==> config.mk <==
export PLATFORM = sky130hd
export DESIGN_NAME = sfe_force_regs
export DESIGN_NICKNAME = d
export VERILOG_FILES = /design/src/core/sfe_pkg.sv /design/src/core/sfe_force_regs.sv /design/src/core/sfe_word_reg.sv
export SDC_FILE = /design/constraint.sdc
export NUM_CORES = 1
export LEC_CHECK = 0
export BUFFER_PORTS_ARGS = -buffer_cell sky130_fd_sc_hd__buf_2
export CAP_MARGIN = 20
export CORE_MARGIN = 2
export CORE_UTILIZATION = 53
export CTS_CLUSTER_DIAMETER = 50
export CTS_CLUSTER_SIZE = 8
export DETAILED_ROUTE_END_ITERATION = 12
export PLACE_DENSITY = 0.82
export SLEW_MARGIN = 20
export SYNTH_ARGS = -nofsm -noshare
export SYNTH_HDL_FRONTEND = slang
export SYNTH_HIERARCHICAL = 1
export SYNTH_SLANG_ARGS = --single-unit
==> constraint.sdc <==
create_clock -name clk_in -period 2.65 [get_ports clk_in]
set_clock_uncertainty 0.15 [all_clocks]
set_input_delay 0.1325 -clock clk_in [delete_from_list [all_inputs] [get_ports clk_in]]
set_output_delay 0.1325 -clock clk_in [all_outputs]
set_load 0.005 [all_outputs]
==> src/core/sfe_pkg.sv <==
// Contract
// - Force register at 0Ch; event 00h, present 08h
// - Bits 31..15 read zero, writes ignored
// - Bit 6 reads zero
// - Retest re-interrogates card, re-enables socket control
// - Bit 13 loads present-state Y.Y capable flag
// - Bit 12 loads present-state X.X capable flag
// - Bit 11 loads present-state 3.3 V flag
// - Bit 10 loads present-state 5 V flag
// - Any voltage force one disables socket control unless retest is also set
// - Bit 9 loads bad supply request flag
// - Bit 8 loads possible data loss flag
// - Bit 7 loads unrecognized card flag
// - Bit 5 loads CardBus detected flag
// - Bit 4 loads sixteen-bit detected flag
// - Bit 3 loads power event; powered status kept
// - Bit 2 loads detect-two event; status kept
// - Bit 1 loads detect-one event; status kept
// - Bit 0 loads status-change event; level kept
// - Socket 3.3 V, 5 V capability default set
// - Socket Y.Y, X.X capability default cleared
`default_nettype none
package sfe_pkg;
   localparam logic [7:0] SFE_EVENT_OFS = 8'h00;
   localparam logic [7:0] SFE_PRESENT_OFS = 8'h08;
   localparam logic [7:0] SFE_FORCE_OFS = 8'h0C;
   localparam logic [7:0] SFE_CONTROL_OFS = 8'h10;
   localparam int SFE_RETEST_BIT = 14;
   localparam int SFE_YV_BIT = 13;
   localparam int SFE_XV_BIT = 12;
   localparam int SFE_3V_BIT = 11;
   localparam int SFE_5V_BIT = 10;
   localparam int SFE_BADREQ_BIT = 9;
   localparam int SFE_DLOSS_BIT = 8;
   localparam int SFE_NOTCARD_BIT = 7;
   localparam int SFE_CB_BIT = 5;
   localparam int SFE_16B_BIT = 4;
   localparam int SFE_PWR_BIT = 3;
   localparam int SFE_CD2_BIT = 2;
   localparam int SFE_CD1_BIT = 1;
   localparam int SFE_STS_BIT = 0;
   localparam int SFE_SOCK_YV_BIT = 31;
   localparam int SFE_SOCK_XV_BIT = 30;
   localparam int SFE_SOCK_3V_BIT = 29;
   localparam int SFE_SOCK_5V_BIT = 28;
   localparam logic [31:0] SFE_FORCE_WMASK = 32'h00007FBF;
   localparam logic [31:0] SFE_PRESENT_FORCE_MASK = 32'h00003FB0;
   localparam logic [31:0] SFE_EVENT_MASK = 32'h0000000F;
   localparam logic [31:0] SFE_CONTROL_MASK = 32'h000000F7;
   localparam logic [31:0] SFE_INTERROGATE_MASK = 32'h00003C30;
   localparam logic [3:0] SFE_SOCK_CAP_RESET = 4'h3;
   localparam logic [31:0] SFE_RESET_WORD = 32'h00000000;
endpackage
`default_nettype wire

==> src/core/sfe_force_regs.sv <==
`timescale 1ns/1ps
`default_nettype none
module sfe_force_regs
   import sfe_pkg::*;
#(
   parameter int ADDR_W = 8
) (
   input wire logic clk_in,
   input wire logic rstn_in,
   input wire logic ce_in,
   input wire logic psel_in,
   input wire logic penable_in,
   input wire logic pwrite_in,
   input wire logic [ADDR_W-1:0] paddr_in,
   input wire logic [31:0] pwdata_in,
   output logic [31:0] prdata_out,
   output logic pready_out,
   output logic pslverr_out,
   input wire logic [3:0] card_cap_in,
   input wire logic card_cb_in,
   input wire logic card_16b_in,
   input wire logic interrogate_done_in,
   input wire logic [3:0] event_hw_in,
   input wire logic [3:0] status_live_in,
   output logic interrogate_out,
   output logic control_enabled_out,
   output logic [2:0] supply_ctrl_out,
   output logic [2:0] prog_ctrl_out,
   output logic clk_stop_ok_out
);
   logic access;
   logic wr;
   logic rd;
   logic [31:0] wmask;
   logic [31:0] event_word;
   logic [31:0] present_word;
   logic [31:0] ev_load;
   logic [31:0] pr_load;
   logic [31:0] pr_val;
   logic [31:0] status_word;
   logic [31:0] control_word;
   logic [3:0] socket_cap;
   logic pending;
   logic next_control_enabled;

   function automatic logic is_reg(input logic [ADDR_W-1:0] a, input logic [7:0] ofs);
      is_reg = (a == ADDR_W'(ofs));
   endfunction

   assign access = psel_in & penable_in;
   assign wr = access & pwrite_in;
   assign rd = access & ~pwrite_in;
   assign wmask = pwdata_in & SFE_FORCE_WMASK;

   // Force write steers events and present-state; nothing kept here
   always_comb begin
      ev_load = '0;
      pr_load = '0;
      pr_val = '0;
      if (wr && is_reg(paddr_in, SFE_FORCE_OFS)) begin
         ev_load = SFE_EVENT_MASK;
         pr_load = SFE_PRESENT_FORCE_MASK;
         pr_val = wmask;
      end else if (interrogate_done_in && pending) begin
         pr_load = SFE_INTERROGATE_MASK;
         pr_val = {18'h00000, card_cap_in, 4'h0, card_cb_in, card_16b_in, 4'h0};
      end
   end

   // Events: write-one-to-clear, hardware set wins
   sfe_word_reg #(.RESET_VALUE(SFE_RESET_WORD)) u_event (
      .clk_in(clk_in),
      .rstn_in(rstn_in),
      .ce_in(ce_in),
      .mask_in(SFE_EVENT_MASK),
      .set_in({28'h0000000, event_hw_in}),
      .clr_in((wr && is_reg(paddr_in, SFE_EVENT_OFS)) ? pwdata_in : 32'h00000000),
      .load_en_in(ev_load),
      .load_val_in(wmask),
      .q_out(event_word)
   );

   sfe_word_reg #(.RESET_VALUE(SFE_RESET_WORD)) u_present (
      .clk_in(clk_in),
      .rstn_in(rstn_in),
      .ce_in(ce_in),
      .mask_in(SFE_PRESENT_FORCE_MASK),
      .set_in(32'h00000000),
      .clr_in(32'h00000000),
      .load_en_in(pr_load),
      .load_val_in(pr_val),
      .q_out(present_word)
   );

   // Socket capability defaults, overridable by force voltage bits
   always_ff @(posedge clk_in) begin
      if (!rstn_in) begin
         socket_cap <= SFE_SOCK_CAP_RESET;
      end else if (ce_in && wr && is_reg(paddr_in, SFE_FORCE_OFS)) begin
         socket_cap <= wmask[SFE_YV_BIT:SFE_5V_BIT];
      end
   end

   always_comb begin
      next_control_enabled = control_enabled_out;
      if (wr && is_reg(paddr_in, SFE_FORCE_OFS)) begin
         if (|wmask[SFE_YV_BIT:SFE_5V_BIT]) begin
            next_control_enabled = 1'b0;
         end
         if (wmask[SFE_RETEST_BIT]) begin
            next_control_enabled = 1'b1;
         end
      end
   end

   always_ff @(posedge clk_in) begin
      if (!rstn_in) begin
         control_enabled_out <= 1'b1;
         interrogate_out <= 1'b0;
         pending <= 1'b0;
      end else if (ce_in) begin
         control_enabled_out <= next_control_enabled;
         interrogate_out <= 1'b0;
         if (wr && is_reg(paddr_in, SFE_FORCE_OFS) && wmask[SFE_RETEST_BIT]) begin
            interrogate_out <= 1'b1;
            pending <= 1'b1;
         end else if (interrogate_done_in) begin
            pending <= 1'b0;
         end
      end
   end

   // Socket control writes only take while enabled
   always_ff @(posedge clk_in) begin
      if (!rstn_in) begin
         control_word <= SFE_RESET_WORD;
      end else if (ce_in && wr && is_reg(paddr_in, SFE_CONTROL_OFS) && control_enabled_out) begin
         control_word <= pwdata_in & SFE_CONTROL_MASK;
      end
   end

   always_ff @(posedge clk_in) begin
      if (!rstn_in) begin
         supply_ctrl_out <= 3'h0;
         prog_ctrl_out <= 3'h0;
         clk_stop_ok_out <= 1'b0;
      end else if (ce_in) begin
         supply_ctrl_out <= control_enabled_out ? control_word[6:4] : 3'h0;
         prog_ctrl_out <= control_enabled_out ? control_word[2:0] : 3'h0;
         clk_stop_ok_out <= control_word[7];
      end
   end

   always_comb begin
      status_word = present_word;
      status_word[SFE_SOCK_YV_BIT:SFE_SOCK_5V_BIT] = socket_cap;
      status_word[SFE_PWR_BIT:SFE_STS_BIT] = status_live_in;
   end

   // APB slave: zero wait state, unmapped reads zero with error
   always_ff @(posedge clk_in) begin
      if (!rstn_in) begin
         prdata_out <= 32'h00000000;
         pready_out <= 1'b0;
         pslverr_out <= 1'b0;
      end else if (ce_in) begin
         pready_out <= psel_in & ~penable_in;
         pslverr_out <= psel_in & ~penable_in & ~(is_reg(paddr_in, SFE_EVENT_OFS)
            | is_reg(paddr_in, SFE_PRESENT_OFS) | is_reg(paddr_in, SFE_FORCE_OFS)
            | is_reg(paddr_in, SFE_CONTROL_OFS));
         prdata_out <= 32'h00000000;
         if (psel_in && !penable_in && !pwrite_in) begin
            if (is_reg(paddr_in, SFE_EVENT_OFS)) prdata_out <= event_word;
            else if (is_reg(paddr_in, SFE_PRESENT_OFS)) prdata_out <= status_word;
            else if (is_reg(paddr_in, SFE_CONTROL_OFS)) prdata_out <= control_word;
            else prdata_out <= 32'h00000000;
         end
      end
   end
endmodule
`default_nettype wire

==> src/core/sfe_word_reg.sv <==
`timescale 1ns/1ps
`default_nettype none
module sfe_word_reg
   import sfe_pkg::*;
#(
   parameter logic [31:0] RESET_VALUE = 32'h00000000
) (
   input wire logic clk_in,
   input wire logic rstn_in,
   input wire logic ce_in,
   input wire logic [31:0] mask_in,
   input wire logic [31:0] set_in,
   input wire logic [31:0] clr_in,
   input wire logic [31:0] load_en_in,
   input wire logic [31:0] load_val_in,
   output logic [31:0] q_out
);
   // Hardware set wins over load and clear; load beats clear
   always_ff @(posedge clk_in) begin
      if (!rstn_in) begin
         q_out <= RESET_VALUE;
      end else if (ce_in) begin
         q_out <= (set_in | (load_en_in & load_val_in) | (~load_en_in & q_out & ~clr_in))
                  & mask_in;
      end
   end
endmodule
`default_nettype wire

Word-level counts from Yosys, hierarchy flattened
Cells that the tools add are included.

cells by class
  reduce and logical (&&, ||, !) cells = 18
  muxes and demuxes = 17
  bitwise operators = 20
  equal/unequal tests = 3

operators by type and width
  kind                                           number
  two-way mux 32 bit                             3
  two-way mux 14 bit                             4
  bitwise AND 14 bit                             2
  == test 8 x 4 -> 1 bit, second input constant  2
  NOT 14 bit                                     1
  OR 14 bit                                      1
  bitwise AND 4 bit                              3
  logical AND 1 bit                              10
  == test 8 x 5 -> 1 bit, second input constant  1
  zero test 8 bit                                1
  two-way mux 4 bit                              2
  two-way mux 8 bit                              1
  NOT 4 bit                                      2
  OR 4 bit                                       2
  two-way mux 3 bit                              2
  two-way mux 1 bit                              5
  bitwise AND 1 bit                              4
  nonzero test 2 bit                             2
  OR reduction 4 bit                             1
  OR 1 bit                                       3
  AND reduction 3 bit                            1
  zero test 1 bit                                2
  NOT 1 bit                                      2
  AND reduction 2 bit                            1

word-level totals
  output and inout bits = 43
  word-level logic and storage cells = 71
  bits of input ports = 61
  bits in registers = 68

Depth between registers and ports, before layout
Gate-level depths: netlist (run 1).

  word-level depth = 8
  gate-level depth with buffers = 8
  gate-level depth less buffers = 6

Cells and area by module
The synthesis (run 1) kept the hierarchy.

modules (own cells, without submodules)
  module          cells each  times used  sequential area each (µm²)  area each (µm²)
  sfe_word_reg    207         2           640.6                       1,702.9
  sfe_force_regs  342         1           1,101.1                     2,869.0

Least setup slack after synthesis (run 1)
OpenSTA, ideal clock, no wires.

  path type = input port to flip-flop
  start = input port paddr_in[7]
  end = register u_present.q_out[13]
  setup slack = 0.081 ns
  stages on the path = 7
  arrival = 2.295 ns
  data required time = 2.376 ns
  buffers on the path = 2
  path through = or3_1 > buf_6 > nor4_2 > clkbuf_1 > o21ai_0 > a221oi_1 > o21ai_2

RTL lines
  item                    RTL line              source
  from (decl)             sfe_force_regs.sv:14  input wire logic [ADDR_W-1:0] paddr_in,
  == test 8 x 4 -> 1 bit  sfe_force_regs.sv:47  is_reg = (a == ADDR_W'(ofs));
  logical AND 1 bit       sfe_force_regs.sv:60  if (wr && is_reg(paddr_in, SFE_FORCE_OFS)) begin
  two-way mux 14 bit      sfe_force_regs.sv:60
  net pr_val[13]          sfe_force_regs.sv:39  logic [31:0] pr_val;
  bitwise AND 14 bit      sfe_word_reg.sv:23    q_out <= (set_in | (load_en_in & load_val_in) | (~load_en_in & q_out & ~clr_in))
  OR 14 bit               sfe_word_reg.sv:23
  to (signal assigned)    sfe_word_reg.sv:23
  to (decl)               sfe_word_reg.sv:16    output logic [31:0] q_out

The timed path passes the listed nets, and every way through them passes these cells.
A chain may end at the register's enable or synchronous reset.

Worst setup path in the final report (run 1)
  start = input port pwrite_in
  end = register u_event.q_out[3]

on the way
  word-level cells in the longest chain between the ends = 7

RTL lines
  item                             RTL line              source
  from (decl)                      sfe_force_regs.sv:13  input wire logic pwrite_in,
  bitwise AND 1 bit (*)            sfe_force_regs.sv:51  assign wr = access & pwrite_in;
  logical AND 1 bit                sfe_force_regs.sv:60
  two-way mux 4 bit                sfe_force_regs.sv:60
  NOT 4 bit                        sfe_word_reg.sv:23
  bitwise AND 4 bit (2 in series)  sfe_word_reg.sv:23
  OR 4 bit (*)                     sfe_word_reg.sv:23
  to (signal assigned)             sfe_word_reg.sv:23
  to (decl)                        sfe_word_reg.sv:16

Mark *: on every way between the ends. The rest lies on a longest branch, timed or not.

==> reports/qor_table.md, run 1 <==
| Metric | This run |
| --- | --- |
| Placed Instances | 1,154 |
| Maximum operating frequency | 389 MHz |
| Wire length of the first global-routing pass | 23,800 um |
| Final period demand of the worst path | 2.57 ns |
| Number of global-route vias before repair | 5,096 |
| Tcrit/Tclk final | 97.0% |
| Ports placed on the boundary | 104 |
| TritonCTS clock tree | yes |
| Max Cap Viol | 0 |
| Critical register-to-register path endpoint | control_word[0]$_SDFFE_PN0P_ |
| Antenna violations before repair | 0 |
| Die extent in x | 109 um |
| Maximum fanout along the worst path | 24 |
| Total global routing overflow | 0 |
| Clock latency reported for the late side of the worst-skew pair | 0.38 ns |
| Length in cells of the worst reg-to-reg path | 5 |
| Sum of net half-perimeters after detailed placement | 9550 um |
| Crit path largest cell delay | 0.60 ns |
| Lkg Pwr | 3.46 nW |
| RePlAce Congestion | 0.806 |
| Max Slew Vio Count | 0 |
| WL/cell | 12.3 um |
| Pre-Repair DR Iteration Count | 5 |
| Mean instance size in the synthesized netlist | 8.33 um2 |
| Post-layout instance area | 0.00768 mm2 |
| Final Hold Violating Endpoints | 0 |
| Die Height | 109 um |
| Number of routed nets with antenna violations | 0 |
| Unrepaired setup endpoints after global routing | false |
| Worst Path Arrival | 2.70 ns |
| Number of H-tree levels | 3 |
| Number of buffers created by CTS | 9 |
| Post-layout net count | 1,112 |
| Layout cell share with drive strength beyond 1 | 17.6% |
| CP Capture Point | u_event/q_out[3]$_SDFFE_PN0P_ |
| Area inside the core boundary | 0.0108 mm2 |
| Outcome | complete, no violations |
| Areal power density over the cells | 425 mW/mm2 |
| Post-detailed-routing wire length | 14,800 um |
| Number of antenna cells inserted | 0 |
| Headroom to the max-slew limit | 42.4% |
| Post-synthesis cell count | 704 |
| Flop-to-flop setup slack | 0.88 ns |
| Class of the most critical hold timing path | input pin to flip-flop |
| Bufs on Longest Clock Path | 2 |
| Transition time at the pin with the least slew margin | 0.863 ns |
| Clock sinks | 111 |
| Pin count of the biggest net entering global routing | 116 |
| Critical Path, Cell by Cell | dlygate4sd3_1 -> buf_2 -> nand3_2 -> nor4_4 -> buf_12 -> and2_1 -> nor2_1 -> a221oi_1 -> dlygate4sd3_1 -> o21ai_1 |
| Synthesis warning total | 6 |
| Setup_tns | 0 ns |
| CP most frequent cell | sky130_fd_sc_hd__dlygate4sd3_1 |
| Drt initial violations | 265 |
| Clock transition at the registers of the reported paths | 0.11 ns |
| Effective utilization at floorplan | 54.1% |
| DRC violation count after routing | 0 |
| Placed instance area | 0.00717 mm2 |
| Reg-to-reg startpoint | control_enabled_out$_SDFFE_PN1P_ |
| IR drop worst, VDD | 0.400 mV |
| Critical path origin | pwrite_in |
| Cell row count | 38 |
| Setup Crit Path Kind | input pin to flip-flop |
| Area of the die | 0.0119 mm2 |
| Area Growth Syn to Fin | 30.9% |
| Critical-path top delay cell | sky130_fd_sc_hd__dlygate4sd3_1 |
| Required time at the worst-slack endpoint | 2.78 ns |
| Cell Area, Synth | 0.00586 mm2 |
| CTS Root Cell | sky130_fd_sc_hd__clkbuf_8 |
| Global-route usage over all layers | 25.3% |
| Final Non-Filler Cells | 1,196 |
| Number of input and output port buffers inserted | 103 |
| PnR Total Power | 3.26 mW |
| Critical Path Sink Type | flip-flop |
| Via count of the routed design | 5,710 |
| Via density per instance | 4.77 |
| Critical Path Start Type | input pin |
| Final worst hold slack | 0.0218 ns |
| Final setup violation count | 0 |
critical path, delay by kind of cell:
family          cells  cell delay [ns]
compound gates      2             0.31
buf+inv             4             1.53
simple gates        4             0.73
what timing repair did:
action,in CTS,in global routing
hold buffers,24,0
endpoints found under the hold margin,23,0
setup endpoints to repair,0,3
resized for setup,0,3
buffers inserted,0,1
layer usage:
metal | track usage (%) | wire [um] | vias to the layer above
met5 | 0 | 0 | -
met4 | 6.78 | 188 | 0
met3 | 4.24 | 579 | 16
met2 | 45.0 | 7600 | 124
met1 | 31.5 | 6400 | 2572
li1 | - | - | 2998
layout by cell type (no fill, tap or decap), drive strengths merged, types with 14 or more instances in the layout:
cell type / n
buf: 117
nor2: 71
mux2i: 33
a21oi: 25
inv: 14
o21ai: 88
nand2: 51
conb: 251
dfxtp: 111
dlygate4sd3: 24
nand3: 128
and2: 38
a221oi: 55
how the worst min path moves through the flow:
| stage | from | end | slack (ns) | depth (start not counted) |
|---|---|---|---|---|
| after floorplan | rstn_in | control_enabled_out$_SDFFE_PN1P_ | 0.05 | 1 |
| after global routing | paddr_in[0] | pslverr_out$_SDFFE_PN0P_ | 0.04 | 4 |
| after global placement | pwdata_in[6] | control_word[6]$_SDFFE_PN0P_ | 0.25 | 3 |
| final | paddr_in[0] | pslverr_out$_SDFFE_PN0P_ | 0.02 | 4 |
| after detailed placement | event_hw_in[3] | u_event/q_out[3]$_SDFFE_PN0P_ | 0.25 | 3 |
| after CTS | paddr_in[0] | pslverr_out$_SDFFE_PN0P_ | 0.003 | 4 |
where the power goes:
part           switching, mW  total (mW)  internal [mW]
Clock                  0.622        1.10          0.481
Sequential            0.0341        1.74           1.71
Combinational          0.249       0.414          0.165
Total                  0.905        3.26           2.36
final cells by class:
| type | instances | area [um2] |
|---|---|---|
| Sequential cell | 111 | 2220 |
| Tap cell | 140 | 175 |
| Fill cell | 904 | 3160 |
| Timing Repair Buffer | 141 | 900 |
| Inverter | 11 | 41.3 |
| Clock buffer | 10 | 138 |
| Clock inverter | 6 | 76.3 |
| Multi-Input combinational cell | 777 | 4130 |
flip-flops by register name, summed over array words and instances, names as in the netlist:
| signal | flops |
|---|---|
| pending | 1 |
| pready_out | 1 |
| control_enabled_out | 1 |
| control_word | 7 |
| supply_ctrl_out | 3 |
| u_event/q_out | 32 |
| prog_ctrl_out | 3 |
| u_present/q_out | 24 |
| pslverr_out | 1 |
| socket_cap | 4 |
| prdata_out | 32 |
| interrogate_out | 1 |
| clk_stop_ok_out | 1 |
per-stage QoR:
| step | setup WS (ns) | utilization (%) |
|---|---|---|
| 2_1_floorplan | 0.186 | - |
| 3_3_place_gp | 0.203 | 66.1 |
| 3_5_place_dp | 0.142 | 66.1 |
| 4_1_cts | 0.0965 | 70.3 |
| 5_1_grt | 0.0429 | 70.8 |
| 6_report | 0.0801 | 70.8 |
No activity file was read; power rests on OpenSTA's default activity.
==> run 2, diff against run 1 <==
--- a/config.mk
+++ b/config.mk
@@ -7,7 +7,6 @@
 export LEC_CHECK = 0
 export BUFFER_PORTS_ARGS = -buffer_cell sky130_fd_sc_hd__buf_2
 export CAP_MARGIN = 20
-export CORE_MARGIN = 2
 export CORE_UTILIZATION = 53
 export CTS_CLUSTER_DIAMETER = 50
 export CTS_CLUSTER_SIZE = 8
==> reports/qor_table.md, run 2 (synthesis results as in run 1) <==
| Metric | This run |
| --- | --- |
| Critical Path Sink Type | flip-flop |
| Via count of the routed design | 5,718 |
| CP most frequent cell | sky130_fd_sc_hd__dlygate4sd3_1 |
| Number of buffers created by CTS | 9 |
| Die extent in x | 107 um |
| Fill cell total of the finished layout | 924 |
| Crit path largest cell delay | 0.62 ns |
| Busiest metal layer after global routing | met2 |
| Clock sinks | 111 |
| Number of H-tree levels | 3 |
| Number of global-route vias before repair | 5,290 |
| Required time at the worst-slack endpoint | 2.76 ns |
| TritonCTS clock tree | yes |
| Class of the most critical hold timing path | input pin to flip-flop |
| Pre-Repair DR Iteration Count | 5 |
| Effective utilization at floorplan | 54.3% |
| Cell row count | 38 |
| Final worst hold slack | 0.0511 ns |
| Global-route usage over all layers | 26.7% |
| Placed Instances | 1,159 |
| Post-Route Utilization | 71.3% |
| Critical Path Start Type | input pin |
| Drt initial violations | 217 |
| RePlAce Congestion | 0.830 |
| Ports placed on the boundary | 104 |
| CTS Root Cell | sky130_fd_sc_hd__clkbuf_8 |
| Via density per instance | 4.76 |
| Headroom to the max-slew limit | 53.8% |
| Max Cap Viol | 0 |
| Met1 layer usage reported by global route | 32.7% |
| Post-layout instance area | 0.00770 mm2 |
| Clock transition at the registers of the reported paths | 0.10 ns |
| Critical Path, Cell by Cell | dlygate4sd3_1 -> buf_2 -> nand3_4 -> nor4_4 -> buf_6 -> and2_1 -> nor2_1 -> a221oi_1 -> dlygate4sd3_1 -> o21ai_1 |
| Post-layout net count | 1,117 |
| Setup_tns | 0 ns |
| PnR Total Power | 3.21 mW |
| DRC violation count after routing | 0 |
| Setup slack after layout | 0.134 ns |
| Clock latency reported for the late side of the worst-skew pair | 0.37 ns |
| Most frequent standard cell in the layout excluding fill and tap cells | sky130_fd_sc_hd__conb_1 |
| Maximum fanout along the worst path | 10 |
| Area inside the core boundary | 0.0108 mm2 |
| Post-detailed-routing wire length | 14,600 um |
| Final Non-Filler Cells | 1,201 |
| Critical-path top delay cell | sky130_fd_sc_hd__dlygate4sd3_1 |
| Tcrit/Tclk final | 94.9% |
| Bufs on Longest Clock Path | 2 |
| Pin count of the biggest net entering global routing | 70 |
| Setup Crit Path Kind | input pin to flip-flop |
| Antenna violations before repair | 0 |
| Number of input and output port buffers inserted | 103 |
| Final period demand of the worst path | 2.52 ns |
| Areal power density over the cells | 418 mW/mm2 |
| Area of the die | 0.0115 mm2 |
| Number of antenna cells inserted | 0 |
| Die Height | 107 um |
| Unrepaired setup endpoints after global routing | false |
| Total global routing overflow | 0 |
| Maximum operating frequency | 397 MHz |
| WL/cell | 12.2 um |
| Worst Path Arrival | 2.63 ns |
| Pre-CTS setup slack | 0.338 ns |
| Layout cell share with drive strength beyond 1 | 17.7% |
| Lkg Pwr | 3.48 nW |
| Grt met3 use | 3.95% |
| IR drop worst, VDD | 0.260 mV |
| Final setup violation count | 0 |
| Area Growth Syn to Fin | 31.2% |
| Final Hold Violating Endpoints | 0 |
| Outcome | complete, no violations |
| Transition time at the pin with the least slew margin | 0.693 ns |
| Wire length of the first global-routing pass | 24,300 um |
| Max Slew Vio Count | 0 |
| Number of routed nets with antenna violations | 0 |
| Biggest regs | prdata_out (32), u_event/q_out (32), u_present/q_out (24) |
| Top library cells by usage in the layout, fill and taps aside | 251 x sky130_fd_sc_hd__conb_1, 127 x sky130_fd_sc_hd__nand3_1, 111 x sky130_fd_sc_hd__dfxtp_1 |
| Placed instance area | 0.00720 mm2 |
| Met2 capacity usage during global routing | 47.7% |
| Sum of net half-perimeters after detailed placement | 9860 um |
run 2: cell types whose count changed in the layout (fill, tap and decap cells not counted), moves of 2 or more:
cell,delta
sky130_fd_sc_hd__clkinv_4,+2
sky130_fd_sc_hd__inv_6,-2
sky130_fd_sc_hd__dlygate4sd3_1,+2
sky130_fd_sc_hd__buf_4,+4
run 2: worst max-delay path, delay by kind of cell:
| kind | cells | cell delay [ns] |
|---|---|---|
| buffers and inverters | 4 | 1.51 |
| AO/OA/AOI/OAI | 2 | 0.34 |
| AND/OR/NAND/NOR | 4 | 0.65 |
run 2: final cells by class:
| cell class | instances | area [um2] | area share, % |
|---|---|---|---|
| Clock buffer | 10 | 138 | 1.79 |
| Clock inverter | 6 | 70.1 | 0.910 |
| Inverter | 11 | 41.3 | 0.536 |
| Multi-Input combinational cell | 777 | 4130 | 53.6 |
| Sequential cell | 111 | 2220 | 28.9 |
| Tap cell | 140 | 175 | 2.28 |
| Timing Repair Buffer | 146 | 922 | 12.0 |
run 2: path summary, 6_finish.rpt:
path / slack (ns) / depth (start not counted) / endpoint / start
setup reg to reg: 0.91 / 5 / control_word[4]$_SDFFE_PN0P_ / control_enabled_out$_SDFFE_PN1P_
hold / removal: 0.05 / 4 / u_present/q_out[9]$_SDFFE_PN0P_ / pwdata_in[9]
setup / recovery: 0.13 / 10 / u_event/q_out[3]$_SDFFE_PN0P_ / psel_in
hold reg to reg: 0.31 / 2 / prdata_out[12]$_SDFFE_PN0P_ / prdata_out[12]$_SDFFE_PN0P_
run 2: per-layer routing:
metal	part of all wire, %	wire length, um
met5	0	0
met4	1.8	258
met3	4.1	601
met2	50	7300
met1	44	6470
run 2: what timing repair did:
action                                  CTS  global route
hold buffers                             26             0
endpoints found under the setup margin    0             4
setup buffers                             0             0
hold endpoints to repair                 20             0
resized for setup                         0             4
run 2: power by group:
| group | internal [mW] | total (mW) | switching, mW |
|---|---|---|---|
| combinational | 0.168 | 0.418 | 0.250 |
| sequential | 1.71 | 1.74 | 0.0338 |
| clock | 0.469 | 1.05 | 0.583 |
| total | 2.35 | 3.21 | 0.867 |
==> run 3, diff against run 2 <==
--- a/config.mk
+++ b/config.mk
@@ -11,7 +11,7 @@
 export CTS_CLUSTER_DIAMETER = 50
 export CTS_CLUSTER_SIZE = 8
 export DETAILED_ROUTE_END_ITERATION = 12
-export PLACE_DENSITY = 0.82
+export PLACE_DENSITY = 0.79
 export SLEW_MARGIN = 20
 export SYNTH_ARGS = -nofsm -noshare
 export SYNTH_HDL_FRONTEND = slang
==> reports/qor_table.md, run 3 (synthesis results as in run 1) <==
| Metric | This run |
| --- | --- |
| Area of the multi-input gates | 0.00411 mm2 |
| PnR Total Power | 3.25 mW |
| Final Hold Violating Endpoints | 0 |
| Post-detailed-routing wire length | 14,500 um |
| Final Non-Filler Cells | 1,197 |
| Max Cap Viol | 0 |
| Effective utilization at floorplan | 54.3% |
| Cell row count | 38 |
| Transition time at the pin with the least slew margin | 0.797 ns |
| Via count of the routed design | 5,836 |
| Outcome | complete, no violations |
| Tcrit/Tclk final | 94.9% |
| Clock latency reported for the late side of the worst-skew pair | 0.36 ns |
| Pre-Repair DR Iteration Count | 4 |
| Post-layout net count | 1,114 |
| Placed instance area | 0.00719 mm2 |
| DRC violation count after routing | 0 |
| Number of routed nets with antenna violations | 0 |
| Global-route usage over all layers | 26.2% |
| Via density per instance | 4.88 |
| Area Growth Syn to Fin | 30.2% |
| IR drop worst, VDD | 0.284 mV |
| Drt initial violations | 221 |
| Internal power component | 2.40 mW |
| Class of the most critical hold timing path | input pin to flip-flop |
| Pin count of the biggest net entering global routing | 116 |
| TritonCTS clock tree | yes |
| Clock transition at the registers of the reported paths | 0.11 ns |
| RePlAce Congestion | 0.843 |
| Antenna violations before repair | 0 |
| Clock sinks | 111 |
| Area inside the core boundary | 0.0108 mm2 |
| Wire length of the first global-routing pass | 24,200 um |
| Unrepaired setup endpoints after global routing | false |
| Share of power burned in combinational logic | 12.6% |
| Placed Instances | 1,159 |
| Setup Crit Path Kind | input pin to flip-flop |
| Setup_tns | 0 ns |
| Max Slew Vio Count | 0 |
| Critical Path Sink Type | flip-flop |
| Number of global-route vias before repair | 5,251 |
| Clock Power Share | 33.7% |
| Post-cts resize count | 0 |
| Maximum operating frequency | 398 MHz |
| Final setup violation count | 0 |
| Bufs on Longest Clock Path | 2 |
| Maximum fanout along the worst path | 7 |
| Headroom to the max-slew limit | 46.9% |
| Power spent charging and discharging nets | 0.844 mW |
| Number of antenna cells inserted | 0 |
| Number of buffers created by CTS | 9 |
| Area of all sequential standard cells | 0.00222 mm2 |
| Number of input and output port buffers inserted | 103 |
| Number of H-tree levels | 3 |
| Lkg Pwr | 3.45 nW |
| Die extent in x | 107 um |
| Post-Route Utilization | 70.7% |
| Final period demand of the worst path | 2.51 ns |
| Setup slack after layout | 0.136 ns |
| WL/cell | 12.2 um |
| Top library cells by usage in the layout, fill and taps aside | 251 x sky130_fd_sc_hd__conb_1, 128 x sky130_fd_sc_hd__nand3_1, 111 x sky130_fd_sc_hd__dfxtp_1 |
| Worst Path Arrival | 2.61 ns |
| CTS Root Cell | sky130_fd_sc_hd__clkbuf_8 |
| Layout cell share with drive strength beyond 1 | 17.5% |
| Critical Path Start Type | input pin |
| Most frequent standard cell in the layout excluding fill and tap cells | sky130_fd_sc_hd__conb_1 |
| Switching share of power | 26.0% |
| Biggest regs | prdata_out (32), u_event/q_out (32), u_present/q_out (24) |
| Die Height | 107 um |
| Total global routing overflow | 0 |
| Areal power density over the cells | 425 mW/mm2 |
| Post-layout instance area | 0.00763 mm2 |
| Final worst hold slack | 0.0358 ns |
| Share of total power in sequential cells | 53.7% |
| Fill cell total of the finished layout | 950 |
| Sum of net half-perimeters after detailed placement | 9660 um |
| Required time at the worst-slack endpoint | 2.75 ns |
| Ports placed on the boundary | 104 |
| Area of the die | 0.0115 mm2 |
| Pre-CTS setup slack | 0.340 ns |
[run 3: cell count changes in the layout (fill, tap and decap cells not counted), sizes merged]
cell | before | now
bufinv | 1 | 2
clkinv | 5 | 1
clkinvlp | 0 | 1
dlygate4sd3 | 26 | 23
inv | 11 | 12
[run 3: cell type report]
class	count	area share [%]
sequential	111	29.1
clock buffer	10	1.67
multi-input combinational	777	53.8
timing repair buffer	143	11.5
tap	140	2.29
clock inverter	5	1.07
inverter	11	0.541
[run 3: power groups by stage]
| stage | Clock, mW | Sequential (mW) | Combinational (mW) |
|---|---|---|---|
| 6_report | 1.09 | 1.74 | 0.411 |
| 5_1_grt | 1.17 | 1.75 | 0.464 |
| 4_1_cts | 1.12 | 1.74 | 0.399 |
| 3_5_place_dp | 0 | 1.78 | 0.372 |
| 3_3_place_gp | 0 | 1.78 | 0.368 |
| 2_1_floorplan | 0 | 1.77 | 0.294 |
[run 3: what timing repair did]
action | CTS | global route
endpoints found under the setup margin | 0 | 0
hold buffers | 23 | 0
setup buffers | 0 | 0
hold endpoints to repair | 19 | 0
[run 3: critical path: stages]
cell and delay (ns):
sky130_fd_sc_hd__buf_2 0.10, sky130_fd_sc_hd__or3_1 0.53, sky130_fd_sc_hd__nor4_2 0.68, sky130_fd_sc_hd__and2_1 0.21, sky130_fd_sc_hd__nor2_1 0.04, sky130_fd_sc_hd__a221oi_1 0.25
sky130_fd_sc_hd__dlygate4sd3_1 0.60, sky130_fd_sc_hd__o21ai_1 0.07
[run 3: per-layer routing]
layer / track usage, % / up-vias / wire length, um
li1: - / 3006 / -
met1: 33.4 / 2636 / 6620
met2: 46.0 / 170 / 7110
met3: 2.67 / 24 / 604
met4: 8.81 / 0 / 210
met5: 0 / - / 0
[run 3: worst paths after layout]
kind              slack [ns]                              from                       endpoint  cells after the start
setup / recovery        0.14                       paddr_in[7]  u_event/q_out[3]$_SDFFE_PN0P_                      8
hold / removal          0.04                         pwrite_in     prdata_out[0]$_SDFFE_PN0P_                      3
setup reg to reg        0.77  control_enabled_out$_SDFFE_PN1P_   control_word[4]$_SDFFE_PN0P_                      5
hold reg to reg         0.31       prdata_out[11]$_SDFFE_PN0P_    prdata_out[11]$_SDFFE_PN0P_                      2
